### config.mk
export PLATFORM = sky130hd
export DESIGN_NAME = mpsc_top
export DESIGN_NICKNAME = d
export VERILOG_FILES = /design/src/design/mpsc_top.v
export VERILOG_INCLUDE_DIRS = /design/src /design/src/design
export SDC_FILE = /design/constraint.sdc
export NUM_CORES = 1
export LEC_CHECK = 0
export ABC_AREA = 1
export BUFFER_PORTS_ARGS = -buffer_cell sky130_fd_sc_hd__buf_4
export CAP_MARGIN = 20
export CORE_MARGIN = 4
export CORE_UTILIZATION = 45
export DETAILED_ROUTE_END_ITERATION = 10
export GPL_TIMING_DRIVEN = 0
export PLACE_DENSITY_LB_ADDON = 0.05
export SLEW_MARGIN = 20
export SYNTH_ARGS = -nofsm -noshare
export SYNTH_HDL_FRONTEND = slang
export SYNTH_SLANG_ARGS = --single-unit
### constraint.sdc
create_clock -name clk_sys -period 1.53 [get_ports clk_sys]
set_clock_uncertainty 0.05 [all_clocks]
set_input_delay 0.0765 -clock clk_sys [delete_from_list [all_inputs] [get_ports clk_sys]]
set_output_delay 0.0765 -clock clk_sys [all_outputs]
set_load 0.05 [all_outputs]
### src/design/mpsc_defines.vh
// Constants for the maintenance panel sequence control block
`ifndef MPSC_DEFINES_VH
`define MPSC_DEFINES_VH
// ****************************************************************
// Register offsets (word addresses, one 32-bit register each)
// ****************************************************************
`define MPSC_OFF_SEQ      4'h0
`define MPSC_OFF_TIMING   4'h1
`define MPSC_OFF_FUNC     4'h2
`define MPSC_OFF_PADDR    4'h3
`define MPSC_OFF_PHASE    4'h4
`define MPSC_OFF_MODE     4'h5
`define MPSC_OFF_STATUS   4'h6
// ****************************************************************
// Sequence designator bit positions
// ****************************************************************
`define MPSC_SEQ_IO1      0
`define MPSC_SEQ_IO2      1
`define MPSC_SEQ_INSTR    2
`define MPSC_SEQ_INTR     3
`define MPSC_SEQ_RD1      4
`define MPSC_SEQ_RD2      5
`define MPSC_SEQ_WR       6
`define MPSC_SEQ_WAIT     7
`define MPSC_SEQ_CWF1     8
`define MPSC_SEQ_CWF2     9
`define MPSC_SEQ_W        10
// ****************************************************************
// Function code fields
// ****************************************************************
`define MPSC_FC_FMT2_BIT  6
`define MPSC_FC_EXT_A     6'h31
`define MPSC_FC_EXT_B     6'h33
// ****************************************************************
// Mode bit positions
// ****************************************************************
`define MPSC_MODE_LOAD    0
`define MPSC_MODE_PSTEP   1
`define MPSC_MODE_OPSTEP  2
`define MPSC_MODE_RUN     3
`define MPSC_MODE_W       4
// ****************************************************************
// Timing state count and fixed addresses
// ****************************************************************
`define MPSC_LOAD_ADDR    16'h0140
`define MPSC_TIM_STATES   17
`endif

### src/design/mpsc_top.v
// Maintenance panel sequence control: sequence, timing, F, P, phase, mode
//
// The address map and register access over Avalon-MM are this design's own decisions.
`timescale 1ns/10ps
`default_nettype none
`include "mpsc_defines.vh"
// Behaviour
// - Manual instruction select clears other sequences
// - First fetch stores transfer address word
// - Second fetch stores index address word
// - Every designator settable from its pushbutton
// - Wait designator set while awaiting interrupt
// - Timing cycle walks sixteen states plus extra
// - Extra timing state only in 50:61/50:63
// - Function bit six marks format two
// - Function bits zero-five set and clear
// - Program address bits set, one clear
// - Phase step issues phases from selected one
// - Phase clear clears all four selects
// - Load mode clears others, address 00500
// - Phase step mode inhibits memory cycles
module mpsc_top
#(
  parameter P_WIDTH = 16                       // Program address width
)
(
  input  wire                       clk_sys,
  input  wire                       rst_b,
  input  wire                       clk_en,
  // Avalon-MM slave
  input  wire [3:0]                 avs_address,
  input  wire                       avs_read,
  input  wire                       avs_write,
  input  wire [31:0]                avs_writedata,
  output reg  [31:0]                avs_readdata,
  output reg                        avs_waitrequest,
  // Panel pushbuttons (levels, held while pressed)
  input  wire [`MPSC_SEQ_W-1:0]     pb_seq_set,
  input  wire [6:0]                 pb_func_set,
  input  wire [6:0]                 pb_func_clr,
  input  wire                       pb_func_clear_all,
  input  wire [P_WIDTH-1:0]         pb_paddr_set,
  input  wire                       pb_paddr_clear,
  input  wire [3:0]                 pb_phase_sel,
  input  wire                       pb_phase_clear,
  input  wire [`MPSC_MODE_W-1:0]    pb_mode_sel,
  input  wire                       pb_start_step,
  // Machine inputs
  input  wire                       wait_for_intr,
  input  wire                       cpu_cycle_adv,
  input  wire [17:0]                mem_rdata,
  // Panel indicators and machine outputs
  output reg  [`MPSC_SEQ_W-1:0]     sequence_designators,
  output reg  [`MPSC_TIM_STATES-1:0] timing_states,
  output reg  [6:0]                 func_code,
  output reg  [P_WIDTH-1:0]         prog_addr,
  output reg  [3:0]                 phase_select,
  output reg  [`MPSC_MODE_W-1:0]    mode,
  output reg  [3:0]                 phase_pulse,
  output reg                        mem_inhibit,
  output reg                        cm_write,
  output reg                        cm_sel_index,
  output reg  [17:0]                cm_wdata
);

  // ****************************************************************
  // Pushbutton synchroniser and rising-edge detection
  // ****************************************************************
  localparam NPB = `MPSC_SEQ_W + 7 + 7 + 1 + P_WIDTH + 1 + 4 + 1 + `MPSC_MODE_W + 1;
  wire [NPB-1:0] pb_raw;                       // All buttons, flat
  reg  [NPB-1:0] pb_s1_q;                      // First sync stage only
  reg  [NPB-1:0] pb_s2_q;                      // Second sync stage
  reg  [NPB-1:0] pb_s3_q;                      // Delayed for edges
  wire [NPB-1:0] pb_edge;                      // One pulse per press
  assign pb_raw = {pb_seq_set, pb_func_set, pb_func_clr, pb_func_clear_all,
                   pb_paddr_set, pb_paddr_clear, pb_phase_sel, pb_phase_clear,
                   pb_mode_sel, pb_start_step};
  // Edge taken between stages two and three, never on stage one
  assign pb_edge = pb_s2_q & ~pb_s3_q;

  always @(posedge clk_sys)
  begin
    if (!rst_b)
    begin
      pb_s1_q <= {NPB{1'b0}};
      pb_s2_q <= {NPB{1'b0}};
      pb_s3_q <= {NPB{1'b0}};
    end
    else if (clk_en)
    begin
      pb_s1_q <= pb_raw;
      pb_s2_q <= pb_s1_q;
      pb_s3_q <= pb_s2_q;
    end
  end

  // Split edge vector back into named groups
  wire [`MPSC_SEQ_W-1:0]  e_seq;
  wire [6:0]              e_fset;
  wire [6:0]              e_fclr;
  wire                    e_fclr_all;
  wire [P_WIDTH-1:0]      e_pset;
  wire                    e_pclr;
  wire [3:0]              e_phs;
  wire                    e_phclr;
  wire [`MPSC_MODE_W-1:0] e_mode;
  wire                    e_start;
  assign {e_seq, e_fset, e_fclr, e_fclr_all, e_pset, e_pclr, e_phs, e_phclr,
          e_mode, e_start} = pb_edge;

  // ****************************************************************
  // Bus decode: one wait cycle, then answer
  // ****************************************************************
  reg        bus_ack_q;                        // Answer phase marker
  wire       bus_req;                          // Request pending
  wire       wr_go;                            // Write takes effect
  assign bus_req = (avs_read | avs_write) & ~bus_ack_q;
  assign wr_go   = avs_write & bus_ack_q & clk_en;

  // Decode of write address, used for several registers
  function wr_hit;
    input [3:0] a;
    input [3:0] off;
    begin
      wr_hit = (a == off);
    end
  endfunction

  // ****************************************************************
  // Decoded instruction conditions
  // ****************************************************************
  wire is_fmt2;                                // Format-two instruction
  wire ext_ok;                                 // Extra timing state allowed
  assign is_fmt2 = func_code[`MPSC_FC_FMT2_BIT];
  assign ext_ok  = is_fmt2 & ((func_code[5:0] == `MPSC_FC_EXT_A) |
                              (func_code[5:0] == `MPSC_FC_EXT_B));

  // ****************************************************************
  // Sequence designators
  // ****************************************************************
  // Manual instruction select wins; other presses OR in; wait set while idle and held after
  always @(posedge clk_sys)
  begin
    if (!rst_b)
      sequence_designators <= {`MPSC_SEQ_W{1'b0}};
    else if (clk_en)
    begin
      if (e_seq[`MPSC_SEQ_INSTR])
        sequence_designators <= {{(`MPSC_SEQ_W-1){1'b0}}, 1'b1} << `MPSC_SEQ_INSTR;
      else if (wr_go && wr_hit(avs_address, `MPSC_OFF_SEQ))
        sequence_designators <= avs_writedata[`MPSC_SEQ_W-1:0];
      else
      begin
        sequence_designators <= sequence_designators | e_seq;
        if (wait_for_intr)
          sequence_designators[`MPSC_SEQ_WAIT] <= 1'b1;
      end
    end
  end

  // ****************************************************************
  // Control memory write during the fetch sequences
  // ****************************************************************
  // One write per machine cycle step while a fetch designator stands
  always @(posedge clk_sys)
  begin
    if (!rst_b)
    begin
      cm_write     <= 1'b0;
      cm_sel_index <= 1'b0;
      cm_wdata     <= 18'h0_0000;
    end
    else if (clk_en)
    begin
      cm_write <= 1'b0;
      if (cpu_cycle_adv && !mem_inhibit)
      begin
        if (sequence_designators[`MPSC_SEQ_CWF1])
        begin
          cm_write     <= 1'b1;
          cm_sel_index <= 1'b0;
          cm_wdata     <= mem_rdata;
        end
        else if (sequence_designators[`MPSC_SEQ_CWF2])
        begin
          cm_write     <= 1'b1;
          cm_sel_index <= 1'b1;
          cm_wdata     <= mem_rdata;
        end
      end
    end
  end

  // ****************************************************************
  // Main timing cycle: one-hot ring of seventeen states
  // ****************************************************************
  // Index 15 is the last regular state; 16 is the extra state
  localparam [`MPSC_TIM_STATES-1:0] TS_FIRST = 17'h0_0001;
  localparam [`MPSC_TIM_STATES-1:0] TS_LAST  = 17'h0_8000;
  localparam [`MPSC_TIM_STATES-1:0] TS_EXTRA = 17'h1_0000;
  wire tim_step;                               // Advance request
  assign tim_step = cpu_cycle_adv & ~mode[`MPSC_MODE_PSTEP];

  always @(posedge clk_sys)
  begin
    if (!rst_b)
      timing_states <= TS_FIRST;
    else if (clk_en && tim_step)
    begin
      case (timing_states)
        TS_LAST:  timing_states <= ext_ok ? TS_EXTRA : TS_FIRST;
        TS_EXTRA: timing_states <= TS_FIRST;
        default:
        begin
          if (timing_states == {`MPSC_TIM_STATES{1'b0}} || timing_states[16])
            timing_states <= TS_FIRST;
          else
            timing_states <= timing_states << 1;
        end
      endcase
    end
  end

  // ****************************************************************
  // Function code register
  // ****************************************************************
  // Set beats clear when both arrive together
  always @(posedge clk_sys)
  begin
    if (!rst_b)
      func_code <= 7'h00;
    else if (clk_en)
    begin
      if (wr_go && wr_hit(avs_address, `MPSC_OFF_FUNC))
        func_code <= avs_writedata[6:0];
      else if (e_fclr_all)
        func_code <= {func_code[6], 6'h00} | e_fset;
      else
        func_code <= (func_code & ~e_fclr) | e_fset;
    end
  end

  // ****************************************************************
  // Program address register
  // ****************************************************************
  always @(posedge clk_sys)
  begin
    if (!rst_b)
      prog_addr <= {P_WIDTH{1'b0}};
    else if (clk_en)
    begin
      if (e_mode[`MPSC_MODE_LOAD])
        prog_addr <= `MPSC_LOAD_ADDR;
      else if (wr_go && wr_hit(avs_address, `MPSC_OFF_PADDR))
        prog_addr <= avs_writedata[P_WIDTH-1:0];
      else if (e_pclr)
        prog_addr <= e_pset;
      else
        prog_addr <= prog_addr | e_pset;
    end
  end

  // ****************************************************************
  // Mode register: exactly one mode at a time
  // ****************************************************************
  always @(posedge clk_sys)
  begin
    if (!rst_b)
      mode <= {{(`MPSC_MODE_W-1){1'b0}}, 1'b1} << `MPSC_MODE_RUN;
    else if (clk_en)
    begin
      if (e_mode[`MPSC_MODE_LOAD])
        mode <= 4'h1 << `MPSC_MODE_LOAD;
      else if (e_mode[`MPSC_MODE_PSTEP])
        mode <= 4'h1 << `MPSC_MODE_PSTEP;
      else if (e_mode[`MPSC_MODE_OPSTEP])
        mode <= 4'h1 << `MPSC_MODE_OPSTEP;
      else if (e_mode[`MPSC_MODE_RUN])
        mode <= 4'h1 << `MPSC_MODE_RUN;
    end
  end

  // ****************************************************************
  // Phase select and phase step pulses
  // ****************************************************************
  // Phase selects only respond in phase step mode
  reg [3:0] next_phase_q;                      // Next phase to issue
  always @(posedge clk_sys)
  begin
    if (!rst_b)
    begin
      phase_select <= 4'h0;
      next_phase_q <= 4'h0;
      phase_pulse  <= 4'h0;
      mem_inhibit  <= 1'b0;
    end
    else if (clk_en)
    begin
      phase_pulse <= 4'h0;
      mem_inhibit <= mode[`MPSC_MODE_PSTEP];
      if (e_phclr)
      begin
        phase_select <= 4'h0;
        next_phase_q <= 4'h0;
      end
      else if (mode[`MPSC_MODE_PSTEP] && e_phs != 4'h0)
      begin
        phase_select <= e_phs;
        next_phase_q <= e_phs;
      end
      else if (mode[`MPSC_MODE_PSTEP] && e_start && next_phase_q != 4'h0)
      begin
        // One phase per press, walking 1-2-3-4 and wrapping
        phase_pulse  <= next_phase_q;
        next_phase_q <= {next_phase_q[2:0], next_phase_q[3]};
      end
    end
  end

  // ****************************************************************
  // Bus answer: read mux and waitrequest
  // ****************************************************************
  // Waitrequest high except in the single answer cycle
  always @(posedge clk_sys)
  begin
    if (!rst_b)
    begin
      bus_ack_q       <= 1'b0;
      avs_waitrequest <= 1'b1;
      avs_readdata    <= 32'h0000_0000;
    end
    else if (clk_en)
    begin
      bus_ack_q       <= bus_req;
      avs_waitrequest <= ~bus_req;
      case (avs_address)
        `MPSC_OFF_SEQ:    avs_readdata <= {22'h00_0000, sequence_designators};
        `MPSC_OFF_TIMING: avs_readdata <= {15'h0, timing_states};
        `MPSC_OFF_FUNC:   avs_readdata <= {25'h0, func_code};
        `MPSC_OFF_PADDR:  avs_readdata <= {{(32-P_WIDTH){1'b0}}, prog_addr};
        `MPSC_OFF_PHASE:  avs_readdata <= {24'h0, next_phase_q, phase_select};
        `MPSC_OFF_MODE:   avs_readdata <= {28'h000_0000, mode};
        `MPSC_OFF_STATUS: avs_readdata <= {30'h0, mem_inhibit, ext_ok};
        default:          avs_readdata <= 32'h0000_0000;
      endcase
    end
  end

endmodule // mpsc_top
`default_nettype wire

=== Word-level counts from Yosys, hierarchy flattened ===
Index checks and enable logic that the tools add are counted.

* Flip-flop bits (word level): 277
* Latch bits: 0
* Memory bits (writable): 0
* Memory bits (read-only): 0
* Output and inout port bits: 116
* Word-level logic and storage cells: 99
* Memories kept: 0

* Add/subtract/negate cells: 0
* $mul: 0
* Divide/modulo/power cells: 0
* Magnitude comparators: 0
* Equality and inequality tests: 10
* Shifts and indexed selects: 0
* Muxes and demuxes: 31
* Bitwise logic cells: 18
* Reduce and logical (&&, ||, !) cells: 22

{| class="wikitable"
|+ Operators by type and width
! kind !! count
|-
| $pmux W17 S7 || 1
|-
| $and A52 B52 Y52 || 1
|-
| $not A52 Y52 || 1
|-
| $mux W16 || 3
|-
| $mux W4 || 12
|-
| $mux W18 || 2
|-
| $mux W17 || 2
|-
| $pmux W17 S2 || 1
|-
| $mux W10 || 2
|-
| $eq A17 B16 Y1 const B || 1
|-
| $eq A17 B17 Y1 const B || 1
|-
| $logic_not A17 Y1 || 1
|-
| $or A16 B16 Y16 || 1
|-
| $mux W7 || 2
|-
| $or A7 B7 Y7 || 2
|-
| $eq A4 B3 Y1 const B || 3
|-
| $eq A6 B6 Y1 const B || 2
|-
| $reduce_bool A4 Y1 || 3
|-
| $or A10 B10 Y10 || 1
|-
| $eq A4 B2 Y1 const B || 2
|-
| $logic_and A1 B1 Y1 || 8
|-
| $and A7 B7 Y7 || 1
|-
| $not A7 Y7 || 1
|-
| $mux W1 || 6
|-
| 11 further kinds || 21
|}

=== Depth between registers and ports, before layout ===
* Word-level depth: 7
* Mapped depth: 10
* Mapped depth without buffers: 10

=== Worst setup path before layout ===
Ideal clock, no wire load.

* Path kind: register to register
* Start point: register mode[1]
* End point: register timing_states[15]
* Setup time: 0.070 ns
* Arrival time: 1.572 ns
* Data required time: 1.410 ns
* Path slack: -0.163 ns
* Stages on the path, launching flop included: 7
* Path buffers: 2
* Cells stage by stage: dfxtp_1 buf_2 nor2_2 inv_2 clkbuf_1 nand2_1 a21oi_1

* Longest elaborated chain between the ends: 3

{| class="wikitable"
|+ Ends and longest elaborated chain
! what !! RTL line !! source
|-
| start, declared || mpsc_top.v:58 || <nowiki>output reg [`MPSC_MODE_W-1:0] mode,</nowiki>
|-
| start signal, assigned || mpsc_top.v:269 || <nowiki>mode <= {{(`MPSC_MODE_W-1){1'b0}}, 1'b1} << `MPSC_MODE_RUN;</nowiki>
|-
| start signal, assigned || mpsc_top.v:273 || <nowiki>mode <= 4'h1 << `MPSC_MODE_LOAD;</nowiki>
|-
| start signal, assigned || mpsc_top.v:275 || <nowiki>mode <= 4'h1 << `MPSC_MODE_PSTEP;</nowiki>
|-
| $not A1 Y1 || mpsc_top.v:202 || <nowiki>assign tim_step = cpu_cycle_adv & ~mode[`MPSC_MODE_PSTEP];</nowiki>
|-
| $and A1 B1 Y1 || mpsc_top.v:202 ||
|-
| $logic_and A1 B1 Y1 || mpsc_top.v:208 || <nowiki>else if (clk_en && tim_step)</nowiki>
|-
| end signal, assigned || mpsc_top.v:211 || <nowiki>TS_LAST: timing_states <= ext_ok ? TS_EXTRA : TS_FIRST;</nowiki>
|-
| end signal, assigned || mpsc_top.v:218 || <nowiki>timing_states <= timing_states << 1;</nowiki>
|-
| end, declared || mpsc_top.v:54 || <nowiki>output reg [`MPSC_TIM_STATES-1:0] timing_states,</nowiki>
|}

Every way passes these cells.
A chain may end at the register's enable or synchronous reset.

=== Final worst setup path ===
* Start point: register pb_s2_q[10]
* End point: register prog_addr[8]

* Longest elaborated chain between the ends: 4

{| class="wikitable"
|+ Ends and longest elaborated chain
! what !! RTL line !! source
|-
| start, declared || mpsc_top.v:72 || <nowiki>reg [NPB-1:0] pb_s2_q;</nowiki>
|-
| start signal, assigned || mpsc_top.v:86 || <nowiki>pb_s2_q <= {NPB{1'b0}};</nowiki>
|-
| start signal, assigned || mpsc_top.v:92 || <nowiki>pb_s2_q <= pb_s1_q;</nowiki>
|-
| $and A52 B52 Y52 || mpsc_top.v:79 || <nowiki>assign pb_edge = pb_s2_q & ~pb_s3_q;</nowiki>
|-
| $mux W16 || mpsc_top.v:256 || <nowiki>else if (e_pclr)</nowiki>
|-
| $mux W16 || mpsc_top.v:254 || <nowiki>else if (wr_go && wr_hit(avs_address, `MPSC_OFF_PADDR))</nowiki>
|-
| $mux W16 || mpsc_top.v:252 || <nowiki>if (e_mode[`MPSC_MODE_LOAD])</nowiki>
|-
| end signal, assigned || mpsc_top.v:253 || <nowiki>prog_addr <= `MPSC_LOAD_ADDR;</nowiki>
|-
| end signal, assigned || mpsc_top.v:255 || <nowiki>prog_addr <= avs_writedata[P_WIDTH-1:0];</nowiki>
|-
| end signal, assigned || mpsc_top.v:257 || <nowiki>prog_addr <= e_pset;</nowiki>
|-
| end, declared || mpsc_top.v:56 || <nowiki>output reg [P_WIDTH-1:0] prog_addr,</nowiki>
|}

Every way passes these cells.

==> impl_metrics.env <==
export IMPL_power_frac_comb_pct=13.7
export IMPL_numCtsBuffers=28
export IMPL_dpl_cell_count=1939
export IMPL_htreeDepth=1
export IMPL_maxCapViolations=0
export IMPL_clock_power_share_pct=40.5
export IMPL_hold_start="avs_address[3]"
export IMPL_synth_common_cells="dfxtp_1, nor2_1, o21ai_0"
export IMPL_vdd_drop_max_v=0.000959
export IMPL_synth_yosys_warnings=0
export IMPL_leakage_nw=6.19
export IMPL_totalWireLength_um=35400
export IMPL_report_final_setup_viol=0
export IMPL_run_status="complete, no violations"
export IMPL_timing_critical_path_required_ps=1890
export IMPL_areaGrowthSynthToFinish_pct=37.3
export IMPL_drc=0
export IMPL_top_level_ports=229
export IMPL_grt_max_degree=17
export IMPL_placeable_core_area_sq_um=22900
export IMPL_syn_area_per_cell_sq_um=7.49
export IMPL_setup_reg_to_reg_worst_slack_ps=90
export IMPL_num_vias=10700
export IMPL_vias_in_the_first_global_route=9867
export IMPL_clk_latency_ps=540
export IMPL_maxSlewViolCount=0
export IMPL_cts_max_path_buffers=3
export IMPL_io_buffers=197
export IMPL_cp_arrival_ps=1800
export IMPL_worst_slew_pin_transition_ps=827
export IMPL_xor_xnor_share_of_the_synthesized_area_pct=0
export IMPL_power_share_switching_pct=26.6
export IMPL_period_share_pct=94.2
export IMPL_startpoint_of_the_worst_register_to_register_path="pb_s2_q[10]$_SDFFE_PN0P_"
export IMPL_track_usage_pct=26.1
export IMPL_worst_setup_path_start_kind="flip-flop"
export IMPL_p_switching_w=0.00431
export IMPL_share_of_synthesized_cell_area_in_full_adder_half_adder_and_majority_cells_pct=0
export IMPL_row_count=55
export IMPL_relSlewSlack_pct=44.9
export IMPL_synth_main_ff_cell="dfxtp_1"
export IMPL_post_route_min_period_ps=1440
export IMPL_avgRoutedWirePerCell_um=16.9
export IMPL_synth_cell_types=42
export IMPL_detail_route_first_pass_iterations=8
export IMPL_fp_dieArea_sq_um=26100
export IMPL_cts_tree="built"
export IMPL_synth_simple_gate_area_share_pct=20.1
export IMPL_place_congestion=0.883
export IMPL_initial_core_util_pct=46.2
export IMPL_antenna_violating_nets_post_route=0
export IMPL_synth_edff_count=0
export IMPL_synth_seq_area_share_pct=49.5
export IMPL_filler_cell_count=2119
export IMPL_insertedDiodeCount=0
export IMPL_hold_path_class="primary input to flip-flop"
export IMPL_synth_seq_cells=262
export IMPL_power_report_internal_total_w=0.0119
export IMPL_globalRoute_totalOverflow=0
export IMPL_clk_pin_slew_ps=60
export IMPL_tritoncts_num_sinks=262
export IMPL_layoutNonFillerInstCount=2090
export IMPL_max_freq_ghz=0.693
export IMPL_mappedNetlistArea_sq_um=10600
export IMPL_dr_first_iter_drc_count=812
export IMPL_grt_first_pass_wirelength_um=55000
export IMPL_power_density_nw_per_um2=1110
export IMPL_critPathCaptureType="flip-flop"
export IMPL_finish_net_count=1871
export IMPL_clk_root_buffer_cell="clkbuf_16"
export IMPL_chipWidth_um=161
export IMPL_netlist_area_leader_share_pct=49.5
export IMPL_synth_largest_area_cell="dfxtp_1"
export IMPL_place_hpwl_um=25800
export IMPL_combinational_family_with_the_most_area_after_synthesis="compound AO/OA/AOI/OAI gates"
export IMPL_syn_instance_count=1415
export IMPL_antenna_found_initial=0
export IMPL_p_total_w=0.0162
export IMPL_fraction_of_layout_instances_using_a_drive_strength_above_1_pct=20.6
export IMPL_synth_area_top_cells="dfxtp_1, o21ai_0, a21oi_1"
export IMPL_post_drt_via_cell_ratio=5.10
export IMPL_timing_setup_critical_path_class="flip-flop to flip-flop"
export IMPL_yosys_mux_area_fraction_pct=0
export IMPL_synth_async_reset_ratio_pct=0
export IMPL_seq_power_share_pct=45.8
export IMPL_path_max_fanout=6
export IMPL_crit_start="pb_s2_q[10]$_SDFFE_PN0P_"
export IMPL_synth_compound_gate_area_share_pct=21.7
export IMPL_dieHeight_um=161
export IMPL_yosys_cell_count_top_type="dfxtp_1"
export IMPL_hold_viol_final=0
==> final cells by class <==
type	instances	area (sq um)	area share, %
Buffer	100	512	3.52
Clock buffer	43	828	5.69
Clock inverter	6	55.1	0.378
Inverter	112	427	2.93
Multi-Input combinational cell	952	4570	31.4
Sequential cell	262	5270	36.2
Tap cell	313	392	2.69
Timing Repair Buffer	302	2490	17.1
==> worst max-delay path: stages (launching register included) <==
cell and delay, ps:
dfxtp_1 310, inv_1 90, nor2_4 180, clkinvlp_4 140, buf_2 180, buf_4 140
o2bb2ai_1 110, nand2_1 50, a31oi_1 60
==> timing repair <==
action / CTS / global route
gates resized for setup: 9 / 31
hold buffers: 90 / 0
buffers inserted: 0 / 15
endpoints found under the hold margin: 105 / 0
pin swaps: 0 / 9
setup endpoints to repair: 50 / 64
==> registers in the layout, indices dropped and copies added (netlist names), 10 cells and up <==
signal                cells
pb_s2_q                  52
pb_s3_q                  52
timing_states            17
avs_readdata             17
pb_s1_q                  52
cm_wdata                 18
sequence_designators     10
prog_addr                16
==> cells by family (layout without fill, tap and decap cells) <==
kind of cell	Yosys count	in the layout
and+or+nand+nor	505	505
AOI/OAI and AO/OA	432	432
DFF	262	262
buffers and inverters	215	563
other	1	15
==> placed cells by master (no fill, tap or decap), types with 6 or more instances in the layout <==
cell type,count
nor3_1,7
conb_1,15
nand2_2,6
dlygate4sd3_1,90
inv_2,10
nor2_4,10
inv_1,99
a21oi_1,170
nand2_1,180
clkbuf_16,29
buf_2,18
a31oi_1,6
o211ai_1,22
o21ai_1,18
o21ai_0,192
o22ai_1,8
buf_4,231
dfxtp_2,21
clkbuf_1,62
nor2_1,221
nand4_1,20
nand3_1,41
dfxtp_1,241
==> per-layer routing <==
metal,track usage (%),vias up,wire length [um]
met2,42.0,409,15800
met3,3.65,47,2520
met5,0,-,0
met4,6.75,0,785
li1,-,5358,-
met1,37.2,4836,16300
==> power groups by stage <==
stage               clock, W  sequential (W)  combinational [W]
floorplan                  0         0.00774           0.000990
global placement           0         0.00754            0.00193
detailed placement         0         0.00755            0.00195
CTS                  0.00661         0.00741            0.00215
global route         0.00689         0.00745            0.00241
finish               0.00656         0.00742            0.00221
==> per-stage QoR <==
stage | cell area [sq um] | hold WS, ps | TNS, ps | util [%] | setup slack, ps
2_1_floorplan | 10700 | 161 | 0 | - | 8.02
3_3_place_gp | 12500 | 247 | -25330 | 54.7 | -351
3_5_place_dp | 12500 | 254 | -27150 | 54.7 | -348
4_1_cts | 14400 | 17.2 | 0 | 62.6 | 7.83
5_1_grt | 14500 | 35.8 | -51.5 | 63.5 | -14.8
6_report | 14500 | 24.2 | 0 | 63.5 | 88.0
==> worst paths after layout <==
path	end	depth (start not counted)
max	prog_addr[8]$_SDFFE_PN0P_	8
min	func_code[2]$_SDFFE_PN0P_	6
max reg2reg	prog_addr[8]$_SDFFE_PN0P_	8
min reg2reg	pb_s3_q[30]$_SDFFE_PN0P_	2
No activity file was read; power rests on OpenSTA's default activity.
